<file path="src/fsg_pkg.sv">
// fsg_pkg: constants shared by the frequent-start guard and its helpers.
// assumes a single 50 MHz core clock; settings arrive as plain ports.
package fsg_pkg;
   // ----------------------------------------
   // clock and time base
   // ----------------------------------------
   localparam int unsigned CLK_HZ      = 50_000_000;
   localparam int unsigned PROG_CYC_MS = 1;                           // program cycle, ms
   localparam int unsigned MS_CYC      = CLK_HZ / 1000 * PROG_CYC_MS; // clocks per program cycle
   localparam int unsigned DS_MS       = 100;                         // one 0.1 s step in ms
   localparam int unsigned DS_PER_H    = 36000;                       // 0.1 s steps per hour

   // ----------------------------------------
   // widths
   // ----------------------------------------
   localparam int unsigned TS_W   = 13;   // 0.1 s settings up to 600.0 s
   localparam int unsigned CNT_W  = 7;    // starts and hours up to 100
   localparam int unsigned PM_W   = 10;   // thermal capacity in 0.1 %
   localparam int unsigned STR_W  = 20;   // start-stress counter, 0.1 s
   localparam int unsigned ACC_W  = 24;   // decay accumulator
   localparam int unsigned DUR_W  = 20;   // elapsed times, 0.1 s
   localparam int unsigned STAMP_W = 48;  // time stamp, ms
   localparam int unsigned USED_W = 8;
   localparam int unsigned EV_W   = 3;

   // ----------------------------------------
   // setting defaults
   // ----------------------------------------
   localparam logic [TS_W-1:0]  STALL_HOT_DEF   = 13'h096;  // 15.0 s
   localparam logic [TS_W-1:0]  STALL_COLD_DEF  = 13'h0c8;  // 20.0 s
   localparam logic [CNT_W-1:0] STARTS_COLD_DEF = 7'h03;
   localparam logic [CNT_W-1:0] STARTS_HOT_DEF  = 7'h02;
   localparam logic [CNT_W-1:0] PERIOD_H_DEF    = 7'h01;
   localparam logic [TS_W-1:0]  MIN_GAP_DEF     = 13'h0c8;  // 20.0 s
   localparam logic [PM_W-1:0]  HOT_LIM_DEF     = 10'h2bc;  // 70.0 %

   // ----------------------------------------
   // events and operation records
   // ----------------------------------------
   localparam int unsigned N_EV      = 6;
   localparam int unsigned REC_DEPTH = 12;
   localparam int unsigned REC_W     = STAMP_W + EV_W + 2 * DUR_W + USED_W;
   // bit 2k = ON, bit 2k+1 = OFF for k = alarm, inhibit, blocked
   localparam logic [EV_W-1:0] EV_ALARM_ON   = 3'h0;
   localparam logic [EV_W-1:0] EV_ALARM_OFF  = 3'h1;
   localparam logic [EV_W-1:0] EV_INHIB_ON   = 3'h2;
   localparam logic [EV_W-1:0] EV_INHIB_OFF  = 3'h3;
   localparam logic [EV_W-1:0] EV_BLOCK_ON   = 3'h4;
   localparam logic [EV_W-1:0] EV_BLOCK_OFF  = 3'h5;
endpackage

</file>
<file path="src/fsg_start_guard.sv">
// fsg_start_guard: frequent-start guard for a motor protection relay.
// assumes start flag, thermal level and settings are synchronous to core_clk_i.
//
// Notes on behaviour
// - hot-motor safe stall time setting, 0.1 s steps, default 15.0 s.
// - allowed starts per period for a cold motor, default 3.
// - allowed starts per period for a hot motor, default 2.
// - period in whole hours over which the start counts apply, default 1 h.
// - minimum gap between starts, 0.1 s steps, default 20.0 s.
// - alarm is on while exactly one start remains and no minimum gap is running.
// - inhibit is on once no starts remain, until one is available again.
// - blocked output is on when enabled but the block input is active.
// - each change of alarm, inhibit, blocked gives a stamped ON or OFF event.
// - per-event selection decides which events reach the main event buffer.
// - every operation lands in a ring of the twelve newest records.
// - a record holds stamp, event, inhibit duration, time since start, starts used.
// - each start adds the stall time; the counter decays by allowed starts per period.
// - motor counts as hot above a thermal limit, default 70 %; hot settings then apply.
// - cold-motor safe stall time setting, default 20.0 s.
module fsg_start_guard
   import fsg_pkg::*;
#(
   parameter int unsigned MS_DIV = MS_CYC
) (
   input  wire logic               core_clk_i,
   input  wire logic               reset_i,
   input  wire logic               enable_i,
   input  wire logic               block_i,
   input  wire logic               motor_start_flag_i,
   input  wire logic [PM_W-1:0]    thermal_pm_i,
   input  wire logic [STAMP_W-1:0] time_stamp_i,
   input  wire logic               cfg_load_i,
   input  wire logic [TS_W-1:0]    cfg_stall_hot_i,
   input  wire logic [TS_W-1:0]    cfg_stall_cold_i,
   input  wire logic [CNT_W-1:0]   cfg_starts_cold_i,
   input  wire logic [CNT_W-1:0]   cfg_starts_hot_i,
   input  wire logic [CNT_W-1:0]   cfg_period_h_i,
   input  wire logic [TS_W-1:0]    cfg_min_gap_i,
   input  wire logic [PM_W-1:0]    cfg_hot_limit_i,
   input  wire logic [N_EV-1:0]    event_sel_i,
   input  wire logic [3:0]         rec_age_i,
   output logic                    alarm_o,
   output logic                    inhibit_o,
   output logic                    blocked_o,
   output logic                    hot_o,
   output logic [STR_W-1:0]        stress_o,
   output logic [USED_W-1:0]       starts_used_o,
   output logic                    event_valid_o,
   output logic [EV_W-1:0]         event_code_o,
   output logic [STAMP_W-1:0]      event_stamp_o,
   output logic [STAMP_W-1:0]      rec_stamp_o,
   output logic [EV_W-1:0]         rec_event_o,
   output logic [DUR_W-1:0]        rec_inhibit_time_o,
   output logic [DUR_W-1:0]        rec_since_start_o,
   output logic [USED_W-1:0]       rec_starts_used_o,
   output logic [3:0]              rec_fill_o
);
   // ----------------------------------------
   // parameter checks
   // ----------------------------------------
   // the tick divider needs two clocks per program cycle at least
   if (MS_DIV < 2) begin : g_bad_div
      $error("fsg_start_guard: MS_DIV must be at least 2");
   end
   // stall time times allowed starts must fit the stress counter
   if (STR_W < TS_W + CNT_W) begin : g_bad_str
      $error("fsg_start_guard: stress counter too narrow");
   end

   // ----------------------------------------
   // helpers
   // ----------------------------------------
   function automatic logic [DUR_W-1:0] sat_inc(input logic [DUR_W-1:0] v);
      sat_inc = (&v) ? v : v + 20'h1;
   endfunction

   function automatic logic [EV_W-1:0] first_set(input logic [N_EV-1:0] v);
      first_set = '0;
      for (int i = N_EV - 1; i >= 0; i--) begin
         if (v[i]) begin
            first_set = EV_W'(i);
         end
      end
   endfunction

   // ----------------------------------------
   // time base
   // ----------------------------------------
   // program tick and 0.1 s tick share one divider so they never drift apart
   logic ms_tick;
   logic ds_tick;

   fsg_tick #(
      .MS_DIV (MS_DIV)
   ) u_tick (
      .core_clk_i (core_clk_i),
      .reset_i    (reset_i),
      .ms_tick_o  (ms_tick),
      .ds_tick_o  (ds_tick)
   );

   // ----------------------------------------
   // held settings
   // ----------------------------------------
   logic [TS_W-1:0]  stall_hot_r;
   logic [TS_W-1:0]  stall_cold_r;
   logic [CNT_W-1:0] starts_cold_r;
   logic [CNT_W-1:0] starts_hot_r;
   logic [CNT_W-1:0] period_h_r;
   logic [TS_W-1:0]  min_gap_r;
   logic [PM_W-1:0]  hot_limit_r;

   // a load takes every field at once so a half-written set is never used;
   // out-of-range values are taken as given, the setting front end checks ranges
   always_ff @(posedge core_clk_i or posedge reset_i) begin
      if (reset_i) begin
         stall_hot_r   <= STALL_HOT_DEF;
         stall_cold_r  <= STALL_COLD_DEF;
         starts_cold_r <= STARTS_COLD_DEF;
         starts_hot_r  <= STARTS_HOT_DEF;
         period_h_r    <= PERIOD_H_DEF;
         min_gap_r     <= MIN_GAP_DEF;
         hot_limit_r   <= HOT_LIM_DEF;
      end else if (cfg_load_i) begin
         stall_hot_r   <= cfg_stall_hot_i;
         stall_cold_r  <= cfg_stall_cold_i;
         starts_cold_r <= cfg_starts_cold_i;
         starts_hot_r  <= cfg_starts_hot_i;
         period_h_r    <= cfg_period_h_i;
         min_gap_r     <= cfg_min_gap_i;
         hot_limit_r   <= cfg_hot_limit_i;
      end
   end

   // ----------------------------------------
   // hot/cold selection and limits
   // ----------------------------------------
   // hot/cold is re-evaluated every cycle, so a cooling motor returns to
   // the cold rate at once
   wire             is_hot   = thermal_pm_i > hot_limit_r;
   wire [TS_W-1:0]  stall    = is_hot ? stall_hot_r : stall_cold_r;
   wire [CNT_W-1:0] n_allow  = is_hot ? starts_hot_r : starts_cold_r;
   wire [STR_W-1:0] limit    = STR_W'(stall) * STR_W'(n_allow);
   wire [ACC_W-1:0] period   = ACC_W'(period_h_r) * ACC_W'(DS_PER_H);
   wire [STR_W:0]   one_more = {1'b0, stress_o} + (STR_W+1)'(stall);
   wire [STR_W+1:0] two_more = {2'b0, stress_o} + (STR_W+2)'({stall, 1'b0});
   // a start still fits while the counter has room for one more stall time
   wire             none_left = one_more > {1'b0, limit};
   wire             one_left  = !none_left && (two_more > {2'b0, limit});

   // ----------------------------------------
   // start detection and stress counter
   // ----------------------------------------
   logic             start_d_r;
   logic [ACC_W-1:0] acc_r;
   logic [DUR_W-1:0] since_start_r;
   logic             gap_run_r;

   wire running   = enable_i && !block_i;
   wire start_evt = running && ms_tick && motor_start_flag_i && !start_d_r;
   wire acc_full  = acc_r >= period;
   wire [STR_W:0] bumped = {1'b0, stress_o} + (STR_W+1)'(stall);
   wire [STR_W-1:0] bumped_sat = bumped[STR_W] ? '1 : bumped[STR_W-1:0];
   // decay feeds in once per 0.1 s and drains one count per clock,
   // so several counts per step are possible without a divider
   wire [ACC_W-1:0] acc_add = ds_tick ? ACC_W'(limit) : '0;

   always_ff @(posedge core_clk_i or posedge reset_i) begin
      if (reset_i) begin
         start_d_r     <= 1'b0;
         stress_o      <= '0;
         acc_r         <= '0;
         starts_used_o <= '0;
         hot_o         <= 1'b0;
      end else begin
         hot_o <= is_hot;
         if (ms_tick) begin
            start_d_r <= motor_start_flag_i;
         end
         if (start_evt) begin
            stress_o      <= bumped_sat;
            starts_used_o <= (&starts_used_o) ? starts_used_o : starts_used_o + 8'h1;
         end else if (stress_o == '0) begin
            acc_r         <= '0;
            starts_used_o <= '0;
         end else if (acc_full) begin
            stress_o <= stress_o - 20'h1;
            acc_r    <= acc_r - period + acc_add;
         end else begin
            acc_r <= acc_r + acc_add;
         end
      end
   end

   // ----------------------------------------
   // elapsed times
   // ----------------------------------------
   logic [DUR_W-1:0] inhib_time_r;

   always_ff @(posedge core_clk_i or posedge reset_i) begin
      if (reset_i) begin
         since_start_r <= '1;
         gap_run_r     <= 1'b0;
         inhib_time_r  <= '0;
      end else begin
         if (start_evt) begin
            since_start_r <= '0;
            gap_run_r     <= 1'b1;
         end else if (ds_tick) begin
            since_start_r <= sat_inc(since_start_r);
            if (since_start_r + 20'h1 >= DUR_W'(min_gap_r)) begin
               gap_run_r <= 1'b0;
            end
         end
         if (!inhibit_o) begin
            inhib_time_r <= '0;
         end else if (ds_tick) begin
            inhib_time_r <= sat_inc(inhib_time_r);
         end
      end
   end

   // ----------------------------------------
   // outputs
   // ----------------------------------------
   // blocked or disabled forces alarm and inhibit low; the counter keeps decaying
   wire alarm_nxt   = running && one_left && !gap_run_r;
   wire inhibit_nxt = running && (none_left || gap_run_r);
   wire blocked_nxt = enable_i && block_i;

   always_ff @(posedge core_clk_i or posedge reset_i) begin
      if (reset_i) begin
         alarm_o     <= 1'b0;
         inhibit_o   <= 1'b0;
         blocked_o   <= 1'b0;
      end else begin
         alarm_o     <= alarm_nxt;
         inhibit_o   <= inhibit_nxt;
         blocked_o   <= blocked_nxt;
      end
   end

   // ----------------------------------------
   // events
   // ----------------------------------------
   logic [N_EV-1:0] pend_r;

   // each output change sets one pending bit; the bit index is the event code
   wire alarm_rise = !alarm_o && alarm_nxt;
   wire alarm_fall = alarm_o && !alarm_nxt;
   wire inhib_rise = !inhibit_o && inhibit_nxt;
   wire inhib_fall = inhibit_o && !inhibit_nxt;
   wire block_rise = !blocked_o && blocked_nxt;
   wire block_fall = blocked_o && !blocked_nxt;
   wire [N_EV-1:0] edges = {block_fall, block_rise, inhib_fall, inhib_rise, alarm_fall, alarm_rise};
   wire [EV_W-1:0] ev_pick = first_set(pend_r);
   wire            ev_go   = |pend_r;
   wire [N_EV-1:0] ev_clr  = ev_go ? (N_EV'(1) << ev_pick) : '0;

   always_ff @(posedge core_clk_i or posedge reset_i) begin
      if (reset_i) begin
         pend_r        <= '0;
         event_valid_o <= 1'b0;
         event_code_o  <= '0;
         event_stamp_o <= '0;
      end else begin
         // a new edge of a pending kind wins over its clear
         pend_r        <= (pend_r & ~ev_clr) | edges;
         event_valid_o <= ev_go && event_sel_i[ev_pick];
         event_code_o  <= ev_pick;
         event_stamp_o <= time_stamp_i;
      end
   end

   // ----------------------------------------
   // operation records
   // ----------------------------------------
   // every emitted event is logged, whatever the buffer selection says
   logic [REC_W-1:0] rec_data;

   wire [REC_W-1:0] rec_in = {time_stamp_i, ev_pick, inhib_time_r,
                              since_start_r, starts_used_o};

   fsg_rec_log #(
      .DEPTH (REC_DEPTH),
      .W     (REC_W)
   ) u_log (
      .core_clk_i (core_clk_i),
      .reset_i    (reset_i),
      .wr_i       (ev_go),
      .wr_data_i  (rec_in),
      .rd_age_i   (rec_age_i),
      .rd_data_o  (rec_data),
      .fill_o     (rec_fill_o)
   );

   assign {rec_stamp_o, rec_event_o, rec_inhibit_time_o,
           rec_since_start_o, rec_starts_used_o} = rec_data;
endmodule

</file>
<file path="src/fsg_tick.sv">
// fsg_tick: divides the core clock into program-cycle and 0.1 s enables.
// assumes one clock; the enables are one-cycle pulses.
module fsg_tick
   import fsg_pkg::*;
#(
   parameter int unsigned MS_DIV = MS_CYC
) (
   input  wire logic core_clk_i,
   input  wire logic reset_i,
   output logic      ms_tick_o,
   output logic      ds_tick_o
);
   if (MS_DIV < 2) begin : g_bad_div
      $error("fsg_tick: MS_DIV must be at least 2");
   end

   logic [31:0] div_r;
   logic [7:0]  ms_r;
   wire         div_end = (div_r == MS_DIV - 1);
   wire         ms_end  = (ms_r == 8'(DS_MS - 1));

   // ----------------------------------------
   // dividers
   // ----------------------------------------
   always_ff @(posedge core_clk_i or posedge reset_i) begin
      if (reset_i) begin
         div_r     <= '0;
         ms_r      <= '0;
         ms_tick_o <= 1'b0;
         ds_tick_o <= 1'b0;
      end else begin
         div_r     <= div_end ? '0 : div_r + 32'h1;
         ms_tick_o <= div_end;
         ds_tick_o <= div_end && ms_end;
         if (div_end) begin
            ms_r <= ms_end ? '0 : ms_r + 8'h1;
         end
      end
   end
endmodule

</file>
<file path="src/fsg_rec_log.sv">
// fsg_rec_log: circular store of the most recent operation records.
// assumes one write per clock at most; read is by age, 0 = newest.
module fsg_rec_log
   import fsg_pkg::*;
#(
   parameter int unsigned DEPTH = REC_DEPTH,
   parameter int unsigned W     = REC_W
) (
   input  wire logic         core_clk_i,
   input  wire logic         reset_i,
   input  wire logic         wr_i,
   input  wire logic [W-1:0] wr_data_i,
   input  wire logic [3:0]   rd_age_i,
   output logic [W-1:0]      rd_data_o,
   output logic [3:0]        fill_o
);
   if (DEPTH < 2 || DEPTH > 15) begin : g_bad_depth
      $error("fsg_rec_log: DEPTH must be 2..15");
   end

   logic [W-1:0] mem_r [DEPTH];
   logic [3:0]   head_r;   // next slot to write
   // oldest entry is overwritten once the ring is full
   wire  [3:0]   last_slot = 4'(DEPTH - 1);
   wire  [4:0]   back      = {1'b0, head_r} + 5'(DEPTH) - 5'd1 - {1'b0, rd_age_i};
   wire  [3:0]   rd_slot   = (back >= 5'(DEPTH)) ? 4'(back - 5'(DEPTH)) : back[3:0];
   wire          rd_ok     = rd_age_i < fill_o;

   always_ff @(posedge core_clk_i or posedge reset_i) begin
      if (reset_i) begin
         head_r    <= '0;
         fill_o    <= '0;
         rd_data_o <= '0;
      end else begin
         if (wr_i) begin
            head_r <= (head_r == last_slot) ? '0 : head_r + 4'h1;
            if (fill_o != 4'(DEPTH)) begin
               fill_o <= fill_o + 4'h1;
            end
         end
         rd_data_o <= rd_ok ? mem_r[rd_slot] : '0;
      end
   end

   always_ff @(posedge core_clk_i) begin
      if (wr_i) begin
         mem_r[head_r] <= wr_data_i;
      end
   end
endmodule

</file>
<file path="config.mk">
export PLATFORM = sky130hd
export DESIGN_NAME = fsg_start_guard
export DESIGN_NICKNAME = d
export VERILOG_FILES = /design/src/fsg_pkg.sv /design/src/fsg_start_guard.sv /design/src/fsg_tick.sv /design/src/fsg_rec_log.sv
export SDC_FILE = /design/constraint.sdc
export NUM_CORES = 2
export LEC_CHECK = 0
export BUFFER_PORTS_ARGS = -buffer_cell sky130_fd_sc_hd__buf_2
export CAP_MARGIN = 10
export CORE_ASPECT_RATIO = 1.2
export CORE_MARGIN = 1.5
export CORE_UTILIZATION = 36
export DETAILED_ROUTE_END_ITERATION = 6
export GPL_TIMING_DRIVEN = 1
export PLACE_DENSITY = 0.54
export SLEW_MARGIN = 20
export SYNTH_ARGS = -nofsm -noshare
export SYNTH_HDL_FRONTEND = slang
export SYNTH_SLANG_ARGS = --single-unit
</file>
<file path="constraint.sdc">
create_clock -name core_clk_i -period 14.35 [get_ports core_clk_i]
set_clock_uncertainty 0.2 [all_clocks]
set_input_delay 0.7175 -clock core_clk_i [delete_from_list [all_inputs] [get_ports core_clk_i]]
set_output_delay 0.7175 -clock core_clk_i [all_outputs]
set_load 0.01 [all_outputs]
</file>
Word-level counts from Yosys, hierarchy flattened. Memories as Yosys holds them, arrays and structs flattened. Cells that the tools add are included. Widths: inputs -> output; s select.

Register bits: 375. RAM bits: 1188. Input port bits: 144. Output and inout bits: 187. Word-level logic and storage cells: 150. Memories kept: 1.

$add $sub $neg: 17. $mul: 2. Magnitude comparators: 8. Eq/ne operators: 9. Shifts and indexed selects: 1. Multiplexer cells: 37. Bitwise logic cells: 3. Reductions and logical operators: 43.

Memory list: u_log.mem_r (words 12, bits a word 99, read ports 1, clocked after Yosys merged registers in 0, write ports 1, RTL line fsg_rec_log.sv:21) `logic [W-1:0] mem_r [DEPTH];`.

Operators by type and width (count): $mux 20 (11); $mux 99 (1); $add 24x20->24 (2); $mux 24 (2); $gt 21x20->1 (2); $add 20x1->20 const B (2); $reduce_and 20->1 (2); $add 32x1->32 const B (1); $eq 32x16->1 const B (1); $mux 32 (1); $mux 8 (4); $ge 24x23->1 (1); $sub 24x23->24 (1); $add 20x13->21 (1); $add 20x14->21 (1); $ge 20x13->1 (1); $logic_not 20->1 (1); $mul 13x7->20 (1); $sub 20x1->20 const B (1); $mul 7x11->18 const B (1); $mux 3 (6); $logic_and 1x1->1 (17); $add 8x1->8 const B (2); $mux 13 (1); other kinds (29) (56).

Depth between registers and ports, before layout.
Depth in word-level cells: 11. Depth in mapped cells: 37. Gate-level depth less buffers: 37.

Hierarchy. A second synthesis with hierarchy kept.

Cells, all modules: 4528. Area, all modules: 69842.0 um2.

By module, submodules not included: fsg_rec_log (times used 1, cells an instance 2234, area an instance 48681.7 um2); fsg_start_guard (times used 1, cells an instance 2101, area an instance 19137.1 um2); fsg_tick (times used 1, cells an instance 193, area an instance 2023.2 um2).

Least setup slack after synthesis. Ideal clock, no wire load.

Kind: in2reg. From: in thermal_pm_i[7]. To: reg acc_r[23]. Arrival time: 8.873 ns. Path slack: 5.139 ns. Stages: 35. Buffers on the path: 2. Cell sequence: ha_1 -> a21oi_1 -> nor2b_1 -> o21ai_0 -> o221ai_1 -> o21ai_1 -> buf_2 -> mux2i_1 -> nor2_1 -> fa_1 -> inv_1 -> fa_1 -> inv_1 -> fa_1 -> inv_1 -> fa_1 -> inv_1 -> ha_1 -> clkbuf_1 -> a21o_1 -> a21o_1 -> a22oi_1 -> o21ai_0 -> o41ai_1 -> xor2_1 -> nor2_1 -> fa_1 -> ha_1 -> and3_1 -> nand2_1 -> nor2_1 -> a221o_1 -> a221oi_1 -> mux2i_1 -> o221ai_1.

Longest elaborated chain between the ends: 7. Elaborated cells between the ends (all ways): 9. Classes of those cells: add/sub (2); mul (1); order compare (1); mux (5).

Ends and longest elaborated chain: start, declared (RTL line fsg_start_guard.sv:30) `input wire logic [PM_W-1:0] thermal_pm_i,`; $gt 10x10->1 * (RTL line fsg_start_guard.sv:140) `wire is_hot = thermal_pm_i > hot_limit_r;`; $mux 13 or $mux 7 (tied branches) (RTL line fsg_start_guard.sv:141, fsg_start_guard.sv:142); $mul 13x7->20 * (RTL line fsg_start_guard.sv:143) `wire [STR_W-1:0] limit = STR_W'(stall) * STR_W'(n_allow);`; $mux 20 * (RTL line fsg_start_guard.sv:166) `wire [ACC_W-1:0] acc_add = ds_tick ? ACC_W'(limit) : '0;`; $add 24x20->24, on equally long branches (RTL line fsg_start_guard.sv:190, fsg_start_guard.sv:188); $mux 24 * (RTL line fsg_start_guard.sv:186) `end else if (acc_full) begin`; $mux 24 * (RTL line fsg_start_guard.sv:183) `end else if (stress_o == '0) begin`; end signal, assigned (RTL line fsg_start_guard.sv:188) `acc_r <= acc_r - period + acc_add;`; end signal, assigned (RTL line fsg_start_guard.sv:190) `acc_r <= acc_r + acc_add;`; end, declared (RTL line fsg_start_guard.sv:155) `logic [ACC_W-1:0] acc_r;`.

Mark *: on every way between the ends. The rest lies on a longest branch, timed or not. A chain may end at the register's enable or synchronous reset.

Final worst setup path.
From: reg hot_limit_r[7]. To: reg acc_r[20].

Longest elaborated chain between the ends: 7. Elaborated cells between the ends (all ways): 9. Classes of those cells: add/sub (2); mul (1); order compare (1); mux (5).

Ends and longest elaborated chain: start, declared (RTL line fsg_start_guard.sv:111) `logic [PM_W-1:0] hot_limit_r;`; start signal, assigned (RTL line fsg_start_guard.sv:131) `hot_limit_r <= cfg_hot_limit_i;`; $gt 10x10->1 * (RTL line fsg_start_guard.sv:140); $mux 13 or $mux 7 (tied branches) (RTL line fsg_start_guard.sv:141, fsg_start_guard.sv:142); $mul 13x7->20 * (RTL line fsg_start_guard.sv:143); $mux 20 * (RTL line fsg_start_guard.sv:166); $add 24x20->24, on equally long branches (RTL line fsg_start_guard.sv:190, fsg_start_guard.sv:188); $mux 24 * (RTL line fsg_start_guard.sv:186); $mux 24 * (RTL line fsg_start_guard.sv:183).

Marks and branches as above.

==> impl_metrics.yaml <==
status:
  status: "finished clean"
power_and_ir_drop:
  clock_power_share_pct: 21.4
  p_per_area_nw_per_um2: 245
  power.internal_w: 0.0118
  seqPwrFrac_pct: 29.6
  switching_power_w: 0.00795
  pwr-share-comb_pct: 49.0
  ir_worst_vdd_v: 0.000304
  swShare_pct: 40.2
  p_leak_nw: 30.5
setup_path:
  start_kind: "register"
  end_kind: "register"
  worstSetupPathType: "register to register"
  crit_start: "hot_limit_r[7]$_DFFE_PP1P_"
  worst_path_largest_cell_delay_ns: 0.95
  crit_fanout: 27
  crit_arrival_ns: 11.50
  critPathSlowestCell: "mux2i_1"
  r2r-start: "hot_limit_r[7]$_DFFE_PP1P_"
  required_ns: 14.81
  critPathMostFrequentCell: "fa_1"
job:
  maxCapViolCount: 0
timing:
  final_hold_viol_count: 0
  fin_crit_sh_pct: 76.9
  tns_ns: 0
  post-route-min-period_ns: 11.04
  worstMarginPinSlew_ns: 1.05
  maxSlewViolCount: 0
  hold_ws_ns: 0.0928
  rsz0062_at_grt: "no"
  slew_headroom_pct: 28.0
  setup_violations: 0
  fmaxAchievable_ghz: 0.0906
place:
  io_buffers: 330
  routabilityCongestion: 0.872
  hpwlAfterDp_um: 105000
  placed_cells: 7076
  placed_area_um2: 74100
clocking:
  clockRootBuffer: "clkbuf_16"
  cts_setup_buffers: 0
  ctsHtreeMaxLevel: 4
  path_clk_slew_ns: 0.06
  clk_latency_ns: 0.82
  cts_buffer_depth: 3
  cts_sinks: 1563
  cts_tree: "yes"
  numCtsBuffers: 162
final_layout:
  num-nets-final: 5349
  layout_commonest_cell: "edfxtp_1"
  fillers: 17300
  final_area_um2: 80800
  post-route-util_pct: 42.2
  synthToLayoutAreaGrowth_pct: 16.4
  layout.cells.most_common_list: "1188 x edfxtp_1, 335 x dfrtp_1, 329 x buf_2"
  drive_gt1_share_pct: 21.9
  final-instance-count-excl-fill: 7502
drt:
  routed_wl_um: 174000
  ant_nets: 0
  wl_per_cell_um: 23.2
  via_per_inst: 5.24
  firstDrtPassIters: 5
  drc: 0
  vias: 39300
  drt-initial-drc-count: 2656
synth:
  synth-seq-cells: 1563
  synth_area_um2: 69400
  synth_fp_nets: 4836
  syn_area_per_cell_um2: 15.9
  ys_warn_count: 0
  yosysSeqAreaShare_pct: 65.0
  ys_types: 95
  synth_cells: 4353
  synth_ff_type: "edfxtp_1"
  synth_edf_count: 1188
  async_reset_ff_share_pct: 24.0
min_path:
  hold_start: "cfg_min_gap_i[0]"
  worstHoldPathType: "input pin to register"
floorplanning:
  die_y_um: 484
  io-pin-count: 331
  fp.dieArea_um2: 195000
  start_util_pct: 36.2
  fp-row-count: 176
  core_region_area_um2: 192000
  dieWidth_um: 404
grt:
  overflow: 0
  grt_max_degree: 120
  antenna_found_initial: 7
  first_global_vias: 40900
  grt_usage_pct: 17.8
  grt_pass1_wl_um: 261000
-- repair_timing --
action | CTS | global route
hold buffers | 118 | 0
setup endpoints to repair | 0 | 0
hold endpoints to repair | 260 | 0
gates resized for setup | 0 | 0
-- metrics by stage --
stage | total power [W] | setup WS, ns
2_1_floorplan | 0.0129 | 3.08
3_3_place_gp | 0.0157 | 2.97
3_5_place_dp | 0.0158 | 2.91
4_1_cts | 0.0201 | 3.13
5_1_grt | 0.0212 | 2.64
6_report | 0.0198 | 3.31
-- synth_stat cells, types with 13 or more instances --
cell type	number	share of area (%)
a21oi_1	106	0.76
nor2_1	323	1.7
fa_1	81	2.3
a31oi_1	21	0.19
nor2b_1	21	0.19
a21o_1	37	0.40
buf_2	27	0.19
ha_1	258	4.7
xor2_1	73	0.92
o21a_1	19	0.21
nand2b_1	23	0.21
nand2_1	220	1.2
nor3_1	47	0.34
mux4_2	297	9.6
inv_1	210	1.1
nand3_1	63	0.45
clkbuf_1	113	0.61
mux2_2	58	0.94
edfxtp_1	1188	51
dfrtp_1	335	12
nor4_1	13	0.12
o21ai_0	122	0.88
mux2i_1	123	1.8
xnor2_1	101	1.3
a211oi_1	104	1.1
and2_1	25	0.23
dfstp_2	40	1.5
and3_1	36	0.32
nand4_1	34	0.31
or3_1	18	0.16
-- routing by layer --
layer | share of wire [%] | wire length, um | GRT usage, % | up-vias
met5 | 0 | 0 | 0 | -
li1 | - | - | - | 17700
met2 | 49 | 84600 | 29.5 | 1004
met1 | 44 | 76100 | 24.1 | 20400
met3 | 5.5 | 9540 | 3.23 | 217
met4 | 2.1 | 3640 | 4.73 | 0
-- cells by family (layout without fill, tap and decap cells) --
kind of cell             Yosys count  after routing  share of synthesized area [%]
AO/OA/AOI/OAI                    548            548                           5.29
adder cells (fa/ha/maj)          339            339                           6.99
AND/OR/NAND/NOR                  876            876                           5.94
XOR/XNOR                         176            176                           2.24
other                              0              3                              0
multiplexers                     479            479                           12.4
buffers and inverters            372           1026                           2.16
flip-flops                      1563           1563                           65.0
-- worst max-delay path: cells and delay by family (launching register included) --
family | cells | cell delay, ns
AO/OA/AOI/OAI | 12 | 3.62
adder cells (fa/ha/maj) | 8 | 3.60
AND/OR/NAND/NOR | 6 | 1.32
multiplexers | 2 | 1.09
flip-flops | 1 | 0.51
XOR/XNOR | 1 | 0.33
buffers and inverters | 4 | 0.21
-- power groups by stage --
stage	Clock [W]	Combinational (W)	Sequential, W
floorplan	0	0.00688	0.00600
global placement	0	0.00976	0.00594
detailed placement	0	0.00983	0.00595
CTS	0.00436	0.00991	0.00586
global route	0.00453	0.0108	0.00591
finish	0.00424	0.00970	0.00586
-- worst paths after layout --
kind,end,slack (ns),depth (start not counted)
min in group asynchronous,event_stamp_o[46]$_DFF_PP0_,0.41,3
setup / recovery,acc_r[20]$_DFFE_PP0N_,3.31,33
hold reg to reg,start_d_r$_DFFE_PP0P_,0.27,1
hold / removal,min_gap_r[0]$_DFFE_PP0P_,0.09,2
setup reg to reg,acc_r[20]$_DFFE_PP0N_,3.31,33
max in group asynchronous,u_tick.div_r[14]$_DFF_PP0_,11.41,5
-- cell type report --
cell class / count / area, um^2 / share of cell area [%]
Sequential cell: 1563 / 45100 / 55.8
Multi-Input combinational cell: 2418 / 22900 / 28.4
Clock buffer: 234 / 4650 / 5.75
Timing Repair Buffer: 511 / 3360 / 4.16
Tap cell: 2492 / 3120 / 3.86
Inverter: 210 / 796 / 0.985
Clock inverter: 71 / 793 / 0.982
Antenna cell: 3 / 7.51 / 0.00929
-- sequential cells by signal, indices dropped and copies added (netlist names), 3 cells and up --
name,flops
starts_cold_r,7
u_log.fill_o,4
u_log.head_r,4
acc_r,24
event_stamp_o,48
u_log.rd_data_o,99
u_tick.div_r,32
stall_hot_r,13
inhib_time_r,20
u_tick.ms_r,8
since_start_r,20
hot_limit_r,10
stress_o,20
starts_used_o,8
starts_hot_r,7
u_log.mem_r,1188
min_gap_r,13
period_h_r,7
pend_r,6
stall_cold_r,13
event_code_o,3
(Power assumes the default switching activity.)
